[src/pkg/crt_pkg.sv]
// Purpose: Shared constants for the camera reset and trigger control block
// Assumes: 250 MHz system clock, control bits arrive as plain ports
// Notes: Times are kept in their own unit; cycle counts derive from them
package crt_pkg;

    // ------------------------------------------------------------
    // Clock and timing
    // ------------------------------------------------------------
    localparam int CLK_MHZ = 250;
    localparam int SETTLE_MS = 100;
    localparam int SETTLE_CYCLES = SETTLE_MS * 1000 * CLK_MHZ;
    localparam int RESET_HOLD_US = 10;
    localparam int RESET_HOLD_CYCLES = RESET_HOLD_US * CLK_MHZ;
    localparam int CNT_W = 32;

    // ------------------------------------------------------------
    // Control word layout and window limits
    // ------------------------------------------------------------
    localparam logic [7:0] CTRL_OFFSET = 8'h98;
    localparam int CTRL_AUTO_RST_BIT = 1;
    localparam int CTRL_HOLD_BIT = 2;
    localparam int CTRL_MOD_RST_BIT = 8;
    localparam int MAX_WIN_GLOBAL = 8;
    localparam int MAX_WIN_ROLLING = 1;
    localparam int COORD_W = 11;
    localparam int ADDR_W = 7;
    localparam logic [ADDR_W-1:0] I2C_ADDR_RESET = 7'h48;

    // ------------------------------------------------------------
    // Status function select codes
    // ------------------------------------------------------------
    localparam logic [2:0] MON_LOW = 3'h0;
    localparam logic [2:0] MON_INTEG = 3'h1;
    localparam logic [2:0] MON_ROT = 3'h2;
    localparam logic [2:0] MON_BLACK = 3'h3;
    localparam logic [2:0] MON_FIRST = 3'h4;

    // ------------------------------------------------------------
    // Sequencer states
    // ------------------------------------------------------------
    typedef enum logic [2:0] {
        CRT_POWERUP = 3'b000,
        CRT_RUN = 3'b001,
        CRT_SENS_OFF = 3'b010,
        CRT_SENS_SETTLE = 3'b011,
        CRT_HOLD = 3'b100,
        CRT_MOD_OFF = 3'b101
    } crt_state_e;

endpackage : crt_pkg

[src/rtl/crt_window_match.sv]
// Purpose: Tests whether one pixel falls inside one readout window
// Assumes: Bounds are inclusive, pixel coordinates synchronous
// Notes: Instantiated once per window by the top module
module crt_window_match
    import crt_pkg::*;
(
    input wire logic [crt_pkg::COORD_W-1:0] pixX,
    input wire logic [crt_pkg::COORD_W-1:0] pixY,
    input wire logic [crt_pkg::COORD_W-1:0] winX0,
    input wire logic [crt_pkg::COORD_W-1:0] winX1,
    input wire logic [crt_pkg::COORD_W-1:0] winY0,
    input wire logic [crt_pkg::COORD_W-1:0] winY1,
    input wire logic enable,
    output logic hit
);
    // Inclusive rectangle test
    assign hit = enable && (pixX >= winX0) && (pixX <= winX1)
                 && (pixY >= winY0) && (pixY <= winY1);
endmodule : crt_window_match

[src/rtl/camera_reset_trigger_control.sv]
// Purpose: Sensor and module reset sequencing, exposure trigger, window mask, monitor
// Assumes: Sensor timing strobes are synchronous inputs; host keeps its waits
// Notes: Long settle count is a parameter so simulation can shorten it
//
// Overview of operation
// Global shutter allows up to eight windows
// Rolling shutter allows exactly one window
// Pixels leave in sensor order, only masked
// Master mode: rising trigger, register-timed integration
// Slave mode: trigger pulse width sets integration
// Trigger source avoids frame overhead interval
// Monitor carries source a or b by strap
// Integration function: high whole integration period
// Row overhead function: high during row overhead
// Black line function: high during black lines
// First line function: high only first line
// Power-up reset cycle, then host waits
// Auto sensor reset bit self clears
// Hold bit keeps sensor reset and unpowered
// Clearing hold restores power, releases reset
// Every sensor reset restores sensor defaults
// Host avoids sensor access during reset
// Module registers stay reachable during sensor reset
// Module reset resets all, self clears
// New bus address applies after module reset
// Auto reset is control bit 1
// Hold is control bit 2
// Module reset is control bit 8
// Auto cycle: off, wait, power on, release; the sequencer powers on and releases reset in the same cycle
// Active self-clearing bit reads as one
module camera_reset_trigger_control
    import crt_pkg::*;
#(
    parameter int SETTLE_COUNT = crt_pkg::SETTLE_CYCLES
)
(
    input wire logic clk,
    input wire logic arst_n,
    input wire logic ctrlWrite,
    input wire logic [15:0] ctrlWdata,
    input wire logic [crt_pkg::ADDR_W-1:0] i2cAddrNew,
    input wire logic globalShutter,
    input wire logic slaveMode,
    input wire logic [15:0] integTime,
    input wire logic exposure_trigger_input,
    input wire logic monitorStrapB,
    input wire logic [2:0] monSelA,
    input wire logic [2:0] monSelB,
    input wire logic rowOverhead,
    input wire logic blackLine,
    input wire logic lineStart,
    input wire logic frameStart,
    input wire logic winWrite,
    input wire logic [2:0] winIndex,
    input wire logic [4*crt_pkg::COORD_W-1:0] winBounds,
    input wire logic winEnableIn,
    input wire logic pixValid,
    input wire logic [crt_pkg::COORD_W-1:0] pixX,
    input wire logic [crt_pkg::COORD_W-1:0] pixY,
    output logic [15:0] ctrlRdata,
    output logic sensorRst_n,
    output logic sensorPowerEn,
    output logic mcuRst_n,
    output logic moduleReady,
    output logic [crt_pkg::ADDR_W-1:0] i2cAddr,
    output logic integrating,
    output logic readoutStart,
    output logic pixKeep,
    output logic status_source_a,
    output logic status_source_b,
    output logic monitorOut
);
    import crt_pkg::*;

    // ------------------------------------------------------------
    // Reset sequencer
    // ------------------------------------------------------------
    localparam logic [CNT_W-1:0] SETTLE_LAST = CNT_W'(SETTLE_COUNT - 1);
    localparam logic [CNT_W-1:0] HOLD_LAST = CNT_W'(RESET_HOLD_CYCLES - 1);

    crt_state_e state;
    logic [CNT_W-1:0] timer;
    logic autoReq;
    logic holdBit;
    logic modReq;
    logic [ADDR_W-1:0] addrPending;
    logic sensorInReset;

    assign sensorInReset = (state == CRT_SENS_OFF) || (state == CRT_HOLD)
                           || (state == CRT_MOD_OFF) || (state == CRT_POWERUP);

    // Control bits; self-clearing bits drop only at cycle end
    always_ff @(posedge clk or negedge arst_n) begin
        if (!arst_n) begin
            autoReq <= 1'b0;
            holdBit <= 1'b0;
            modReq <= 1'b0;
        end else if (state == CRT_MOD_OFF && timer == HOLD_LAST) begin
            autoReq <= 1'b0;
            holdBit <= 1'b0;
            modReq <= 1'b0;
        end else begin
            if (ctrlWrite && ctrlWdata[CTRL_AUTO_RST_BIT]) begin
                autoReq <= 1'b1;
            end else if (state == CRT_SENS_SETTLE && timer == SETTLE_LAST) begin
                autoReq <= 1'b0;
            end
            if (ctrlWrite) begin
                holdBit <= ctrlWdata[CTRL_HOLD_BIT];
            end
            if (ctrlWrite && ctrlWdata[CTRL_MOD_RST_BIT]) begin
                modReq <= 1'b1;
            end
        end
    end

    // Sequencer; module reset outranks hold, hold outranks auto reset
    always_ff @(posedge clk or negedge arst_n) begin
        if (!arst_n) begin
            state <= CRT_POWERUP;
            timer <= '0;
        end else begin
            case (state)
                CRT_POWERUP: begin
                    // Sensor stays off for the hold time, then settles
                    if (timer == HOLD_LAST) begin
                        state <= CRT_SENS_SETTLE;
                        timer <= '0;
                    end else begin
                        timer <= timer + 1'b1;
                    end
                end
                CRT_RUN: begin
                    timer <= '0;
                    if (modReq) begin
                        state <= CRT_MOD_OFF;
                    end else if (holdBit) begin
                        state <= CRT_HOLD;
                    end else if (autoReq) begin
                        state <= CRT_SENS_OFF;
                    end
                end
                CRT_SENS_OFF: begin
                    // Power off and reset for the full settle time
                    if (modReq) begin
                        state <= CRT_MOD_OFF;
                        timer <= '0;
                    end else if (timer == SETTLE_LAST) begin
                        state <= CRT_SENS_SETTLE;
                        timer <= '0;
                    end else begin
                        timer <= timer + 1'b1;
                    end
                end
                CRT_SENS_SETTLE: begin
                    // Powered and released; host still waits out this period
                    if (modReq) begin
                        state <= CRT_MOD_OFF;
                        timer <= '0;
                    end else if (timer == SETTLE_LAST) begin
                        state <= CRT_RUN;
                        timer <= '0;
                    end else begin
                        timer <= timer + 1'b1;
                    end
                end
                CRT_HOLD: begin
                    timer <= '0;
                    if (modReq) begin
                        state <= CRT_MOD_OFF;
                    end else if (!holdBit) begin
                        state <= CRT_SENS_SETTLE;
                    end
                end
                CRT_MOD_OFF: begin
                    if (timer == HOLD_LAST) begin
                        state <= CRT_SENS_SETTLE;
                        timer <= '0;
                    end else begin
                        timer <= timer + 1'b1;
                    end
                end
                default: begin
                    state <= CRT_POWERUP;
                    timer <= '0;
                end
            endcase
        end
    end

    // Sensor pins, registered; reset drop also clears sensor registers
    always_ff @(posedge clk or negedge arst_n) begin
        if (!arst_n) begin
            sensorRst_n <= 1'b0;
            sensorPowerEn <= 1'b0;
            mcuRst_n <= 1'b0;
            moduleReady <= 1'b0;
        end else begin
            sensorRst_n <= !sensorInReset;
            sensorPowerEn <= !sensorInReset;
            mcuRst_n <= (state != CRT_MOD_OFF);
            moduleReady <= (state == CRT_RUN);
        end
    end

    // Readback served in every state, so polling works during reset
    always_ff @(posedge clk or negedge arst_n) begin
        if (!arst_n) begin
            ctrlRdata <= '0;
        end else begin
            ctrlRdata <= '0;
            ctrlRdata[CTRL_AUTO_RST_BIT] <= autoReq || state == CRT_SENS_OFF;
            ctrlRdata[CTRL_HOLD_BIT] <= holdBit;
            ctrlRdata[CTRL_MOD_RST_BIT] <= modReq;
        end
    end

    // Bus address: pending value adopted only by a module reset
    always_ff @(posedge clk or negedge arst_n) begin
        if (!arst_n) begin
            addrPending <= I2C_ADDR_RESET;
            i2cAddr <= I2C_ADDR_RESET;
        end else begin
            addrPending <= i2cAddrNew;
            if (state == CRT_MOD_OFF && timer == HOLD_LAST) begin
                i2cAddr <= addrPending;
            end
        end
    end

    // ------------------------------------------------------------
    // Exposure trigger
    // ------------------------------------------------------------
    logic trigPrev;
    logic [15:0] integCount;
    logic trigRise;
    logic trigFall;

    assign trigRise = exposure_trigger_input && !trigPrev;
    assign trigFall = !exposure_trigger_input && trigPrev;

    // Integration window; triggers during sensor reset are ignored
    always_ff @(posedge clk or negedge arst_n) begin
        if (!arst_n) begin
            trigPrev <= 1'b0;
            integrating <= 1'b0;
            readoutStart <= 1'b0;
            integCount <= '0;
        end else begin
            trigPrev <= exposure_trigger_input; // relies on clean source
            readoutStart <= 1'b0;
            if (sensorInReset) begin
                integrating <= 1'b0;
            end else if (!integrating) begin
                if (trigRise) begin
                    integrating <= 1'b1;
                    integCount <= integTime;
                end
            end else if (slaveMode) begin
                if (trigFall) begin
                    integrating <= 1'b0;
                    readoutStart <= 1'b1;
                end
            end else if (integCount <= 16'h0001) begin
                integrating <= 1'b0;
                readoutStart <= 1'b1;
            end else begin
                integCount <= integCount - 16'h0001;
            end
        end
    end

    // ------------------------------------------------------------
    // Readout windows
    // ------------------------------------------------------------
    logic [COORD_W-1:0] winX0 [MAX_WIN_GLOBAL];
    logic [COORD_W-1:0] winX1 [MAX_WIN_GLOBAL];
    logic [COORD_W-1:0] winY0 [MAX_WIN_GLOBAL];
    logic [COORD_W-1:0] winY1 [MAX_WIN_GLOBAL];
    logic [MAX_WIN_GLOBAL-1:0] winEn;
    logic [MAX_WIN_GLOBAL-1:0] winLive;
    logic [MAX_WIN_GLOBAL-1:0] winHit;

    // Window store
    always_ff @(posedge clk or negedge arst_n) begin
        if (!arst_n) begin
            winEn <= '0;
            for (int i = 0; i < MAX_WIN_GLOBAL; i++) begin
                winX0[i] <= '0;
                winX1[i] <= '0;
                winY0[i] <= '0;
                winY1[i] <= '0;
            end
        end else if (state == CRT_MOD_OFF) begin
            winEn <= '0;
        end else if (winWrite) begin
            winEn[winIndex] <= winEnableIn;
            winX0[winIndex] <= winBounds[0*COORD_W +: COORD_W];
            winX1[winIndex] <= winBounds[1*COORD_W +: COORD_W];
            winY0[winIndex] <= winBounds[2*COORD_W +: COORD_W];
            winY1[winIndex] <= winBounds[3*COORD_W +: COORD_W];
        end
    end

    // Rolling shutter masks all but window zero
    assign winLive = globalShutter ? winEn
                     : (winEn & MAX_WIN_GLOBAL'(MAX_WIN_ROLLING));

    // One comparator per window
    genvar g;
    generate
        for (g = 0; g < MAX_WIN_GLOBAL; g++) begin : gWin
            crt_window_match uMatch (
                .pixX(pixX),
                .pixY(pixY),
                .winX0(winX0[g]),
                .winX1(winX1[g]),
                .winY0(winY0[g]),
                .winY1(winY1[g]),
                .enable(winLive[g]),
                .hit(winHit[g])
            );
        end
    endgenerate

    // Keep flag per pixel; stream order untouched, no reordering buffer
    always_ff @(posedge clk or negedge arst_n) begin
        if (!arst_n) begin
            pixKeep <= 1'b0;
        end else begin
            pixKeep <= pixValid && (|winHit);
        end
    end

    // ------------------------------------------------------------
    // Status signals and monitor
    // ------------------------------------------------------------
    logic firstLine;

    // First line flag spans from frame start to the next line start
    always_ff @(posedge clk or negedge arst_n) begin
        if (!arst_n) begin
            firstLine <= 1'b0;
        end else if (frameStart) begin
            firstLine <= 1'b1;
        end else if (lineStart) begin
            firstLine <= 1'b0;
        end
    end

    // Function mux; unsupported codes give constant low
    always_ff @(posedge clk or negedge arst_n) begin
        if (!arst_n) begin
            status_source_a <= 1'b0;
            status_source_b <= 1'b0;
            monitorOut <= 1'b0;
        end else begin
            case (monSelA)
                MON_INTEG: status_source_a <= integrating;
                MON_ROT: status_source_a <= rowOverhead;
                MON_FIRST: status_source_a <= firstLine;
                default: status_source_a <= 1'b0;
            endcase
            case (monSelB)
                MON_ROT: status_source_b <= rowOverhead;
                MON_BLACK: status_source_b <= blackLine;
                default: status_source_b <= 1'b0;
            endcase
            monitorOut <= monitorStrapB ? status_source_b : status_source_a;
        end
    end

endmodule : camera_reset_trigger_control

[config.mk]
export PLATFORM = sky130hd
export DESIGN_NAME = camera_reset_trigger_control
export DESIGN_NICKNAME = d
export VERILOG_FILES = /design/src/pkg/crt_pkg.sv /design/src/rtl/crt_window_match.sv /design/src/rtl/camera_reset_trigger_control.sv
export SDC_FILE = /design/constraint.sdc
export NUM_CORES = 1
export LEC_CHECK = 0
export ABC_AREA = 1
export BUFFER_PORTS_ARGS = -buffer_cell sky130_fd_sc_hd__buf_4
export CAP_MARGIN = 10
export CORE_ASPECT_RATIO = 0.9
export CORE_MARGIN = 1.5
export CORE_UTILIZATION = 50
export DETAILED_ROUTE_END_ITERATION = 16
export GPL_ROUTABILITY_DRIVEN = 0
export MAX_ROUTING_LAYER = met4
export PLACE_DENSITY = 0.78
export SLEW_MARGIN = 20
export SYNTH_ARGS = -nofsm -noshare
export SYNTH_HDL_FRONTEND = slang
export SYNTH_SLANG_ARGS = --single-unit
[constraint.sdc]
create_clock -name clk -period 3.5 [get_ports clk]
set_input_delay 0.7 -clock clk [delete_from_list [all_inputs] [get_ports clk]]
set_output_delay 0.7 -clock clk [all_outputs]
set_load 0.01 [all_outputs]
==> flow_metrics.env <==
export IMPL_status="completed"
export IMPL_rsz0062_at_grt="no"
export IMPL_pwr_share_comb=0.238
export IMPL_crit_type="flop to flop"
export IMPL_std_cell_rows=80
export IMPL_slew_viol_final=0
export IMPL_drtAntennaViolNets=0
export IMPL_maxSlewHeadroom=0.386
export IMPL_die_area_um2=54800
export IMPL_pin_count=161
export IMPL_met2_usage=0.406
export IMPL_grt_pass1_vias=21200
export IMPL_clock_root_buffer="clkbuf_16"
export IMPL_period_minus_slack_ns=2.49
export IMPL_dp_cells=4074
export IMPL_numCtsBuffers=48
export IMPL_post_cts_buffers=0
export IMPL_die_h_um=222
export IMPL_post_drt_wl_per_cell_um=15.7
export IMPL_fmax_mhz=402
export IMPL_vias=21800
export IMPL_max_cap_violations=0
export IMPL_p_leak_nw=15.5
export IMPL_fin_skew_ns=0.0238
export IMPL_period_share=0.710
export IMPL_initial_core_util=0.505
export IMPL_worst_path_max_fanout=45
export IMPL_grt_met1_usage=0.324
export IMPL_final_common_cell="nand2_1"
export IMPL_dp_hpwl_um=45100
export IMPL_drc_errors=0
export IMPL_cts_buffer_depth=3
export IMPL_grt_pass1_wl_um=107000
export IMPL_grt_antenna_before_repair=2
export IMPL_crit_arrival_ns=2.98
export IMPL_synth_top_area_share=0.411
export IMPL_setup_viol=0
export IMPL_synth_warnings=0
export IMPL_grt_ovfl_total=0
export IMPL_htreeDepth=2
export IMPL_syn_avg_cell_area_um2=8.08
export IMPL_cp_start_kind="flop"
export IMPL_cts_resized=0
export IMPL_fin_cells=4159
export IMPL_grt_max_degree=89
export IMPL_peakVddDrop_mv=0.352
export IMPL_cp_end_kind="flop"
export IMPL_cts_tree="done"
export IMPL_seqPwrFrac=0.419
export IMPL_clkPwrFrac=0.342
export IMPL_layout_common_cells="803 x nand2_1, 529 x inv_1, 438 x dfrtp_1"
export IMPL_core_area_um2=52900
export IMPL_layout_nets=3910
export IMPL_p_sw_frac=0.311
export IMPL_viasPerCell=5.24
export IMPL_io_buffers=134
export IMPL_drtPass1Iterations=5
export IMPL_synthTopCellsByArea="dfrtp_1 41%, ha_1 17%, nand2_1 11%"
export IMPL_internal_power_w=0.0104
export IMPL_synth_cell_types=55
export IMPL_fillers=4729
export IMPL_routed_wl_um=65500
export IMPL_syn_area_um2=26700
export IMPL_seq_area_frac_synth=0.415
export IMPL_power_switching_w=0.00468
export IMPL_top_usage_layer="met2"
export IMPL_finalHoldViolCount=0
export IMPL_drt_iter0_markers=1491
export IMPL_layout_drive_gt1_share=0.0821
export IMPL_die_w_um=247
export IMPL_area_delta_synth_final_pct=12.5
export IMPL_synth_cells=3303
export IMPL_tightest_slew_ns=0.921
export IMPL_post_synth_top_area_cell="dfrtp_1"
export IMPL_met3_usage=0.0451
export IMPL_crit_required_ns=3.99
export IMPL_cts_sinks=442
export IMPL_ys_ff_latch=442
export IMPL_fin_tns_setup_ns=0
export IMPL_hold_class="input port to async pin"
export IMPL_track_usage=0.253
export IMPL_clk_latency_ns=0.60
export IMPL_clk_pin_slew_ns=0.06
export IMPL_powerDensity_nw_per_um2=502
export IMPL_postCtsHoldBufs=0
## layer usage
layer | routed length (um) | up-vias | part of all wire
met2 | 30200 | 572 | 0.46
li1 | - | 10900 | -
met3 | 4400 | 130 | 0.067
met1 | 29000 | 10200 | 0.44
met4 | 1870 | 0 | 0.029
met5 | 0 | - | 0
## Yosys cell counts (all sizes together)
cell / count
a21o: 12
o21a: 15
o31ai: 4
nand3: 99
o21bai: 4
and3: 1
inv: 532
a31oi: 6
and2: 6
a22oi: 1
nor3: 24
nand3b: 2
mux2: 1
clkinv: 2
xor2: 26
a211oi: 2
nor2b: 1
nand2: 809
o221ai: 2
dfstp: 4
nor4: 7
xnor2: 5
or2: 4
a21oi: 139
o2111ai: 1
o21ai: 432
nor4b: 1
ha: 355
dfrtp: 438
nor2: 198
o22ai: 7
buf: 41
o211ai: 4
clkbuf: 60
nand4: 54
nor3b: 3
conb: 1
## cells by family (layout without fill, tap and decap cells)
group / after synthesis / after routing / share of synthesized area
multiplexers: 1 / 1 / 0.000422
flip-flops: 442 / 442 / 0.415
buffers and inverters: 635 / 780 / 0.0946
AO/OA/AOI/OAI: 629 / 629 / 0.123
XOR/XNOR: 31 / 31 / 0.0102
other: 1 / 15 / 0.000141
AND/OR/NAND/NOR: 1209 / 1209 / 0.190
adder cells (fa/ha/maj): 355 / 355 / 0.166
## final timing paths
path / from / to / slack (ns) / depth (start not counted)
min in group clk: i2cAddrNew[6] / addrPending[6]$_DFF_PN1_ / 0.20 / 1
hold reg to reg: holdBit$_DFFE_PN0P_ / ctrlRdata[2]$_DFF_PN0_ / 0.39 / 0
setup / recovery: state[2]$_DFFE_PN0P_ / winX1[34]$_DFFE_PN0P_ / 1.01 / 6
max in group asynchronous: arst_n / winX1[6]$_DFFE_PN0P_ / 2.45 / 2
setup reg to reg: state[2]$_DFFE_PN0P_ / winX1[34]$_DFFE_PN0P_ / 1.01 / 6
hold / removal: arst_n / state[1]$_DFFE_PN0P_ / 0.11 / 1
## stage by stage
step	setup slack (ns)	instance area, um^2	power [W]	hold slack, ns	util
after floorplan	1.42	26700	0.00880	0.354	-
after global placement	0.815	28400	0.00976	0.363	0.538
after detailed placement	0.766	28400	0.00997	0.381	0.538
after CTS	1.03	30000	0.0152	0.129	0.568
after global routing	0.786	30000	0.0161	0.166	0.568
final	1.01	30000	0.0151	0.105	0.568
## final cells by class
class / instances / area (um^2) / share of cell area
Antenna cell: 2 / 5.00 / 0.000167
Clock buffer: 67 / 1400 / 0.0465
Clock inverter: 16 / 194 / 0.00646
Inverter: 534 / 2010 / 0.0670
Multi-Input combinational cell: 2238 / 13200 / 0.440
Sequential cell: 442 / 11100 / 0.369
Tap cell: 697 / 872 / 0.0291
Timing Repair Buffer: 163 / 1280 / 0.0427
## power groups by stage
stage | sequential, W | clock [W] | combinational, W
2_1_floorplan | 0.00630 | 0 | 0.00250
3_3_place_gp | 0.00637 | 0 | 0.00339
3_5_place_dp | 0.00639 | 0 | 0.00358
4_1_cts | 0.00632 | 0.00527 | 0.00362
5_1_grt | 0.00642 | 0.00547 | 0.00424
6_report | 0.00632 | 0.00516 | 0.00359
## state kept, by name, indices dropped and copies added (netlist names), 3 cells and up
signal	flops
winX0	88
winX1	88
winY0	88
winY1	88
timer	32
integCount	16
winEn	8
addrPending	7
i2cAddr	7
ctrlRdata	3
state	3
## worst max-delay path, stage by stage (launching register included)
cell,delay (ns)
dfrtp_1,0.46
inv_1,0.19
nor2_4,0.10
inv_4,0.27
nand4_4,0.56
buf_4,0.51
o21ai_0,0.26
Note: power is estimated with default switching activity, not from simulation.
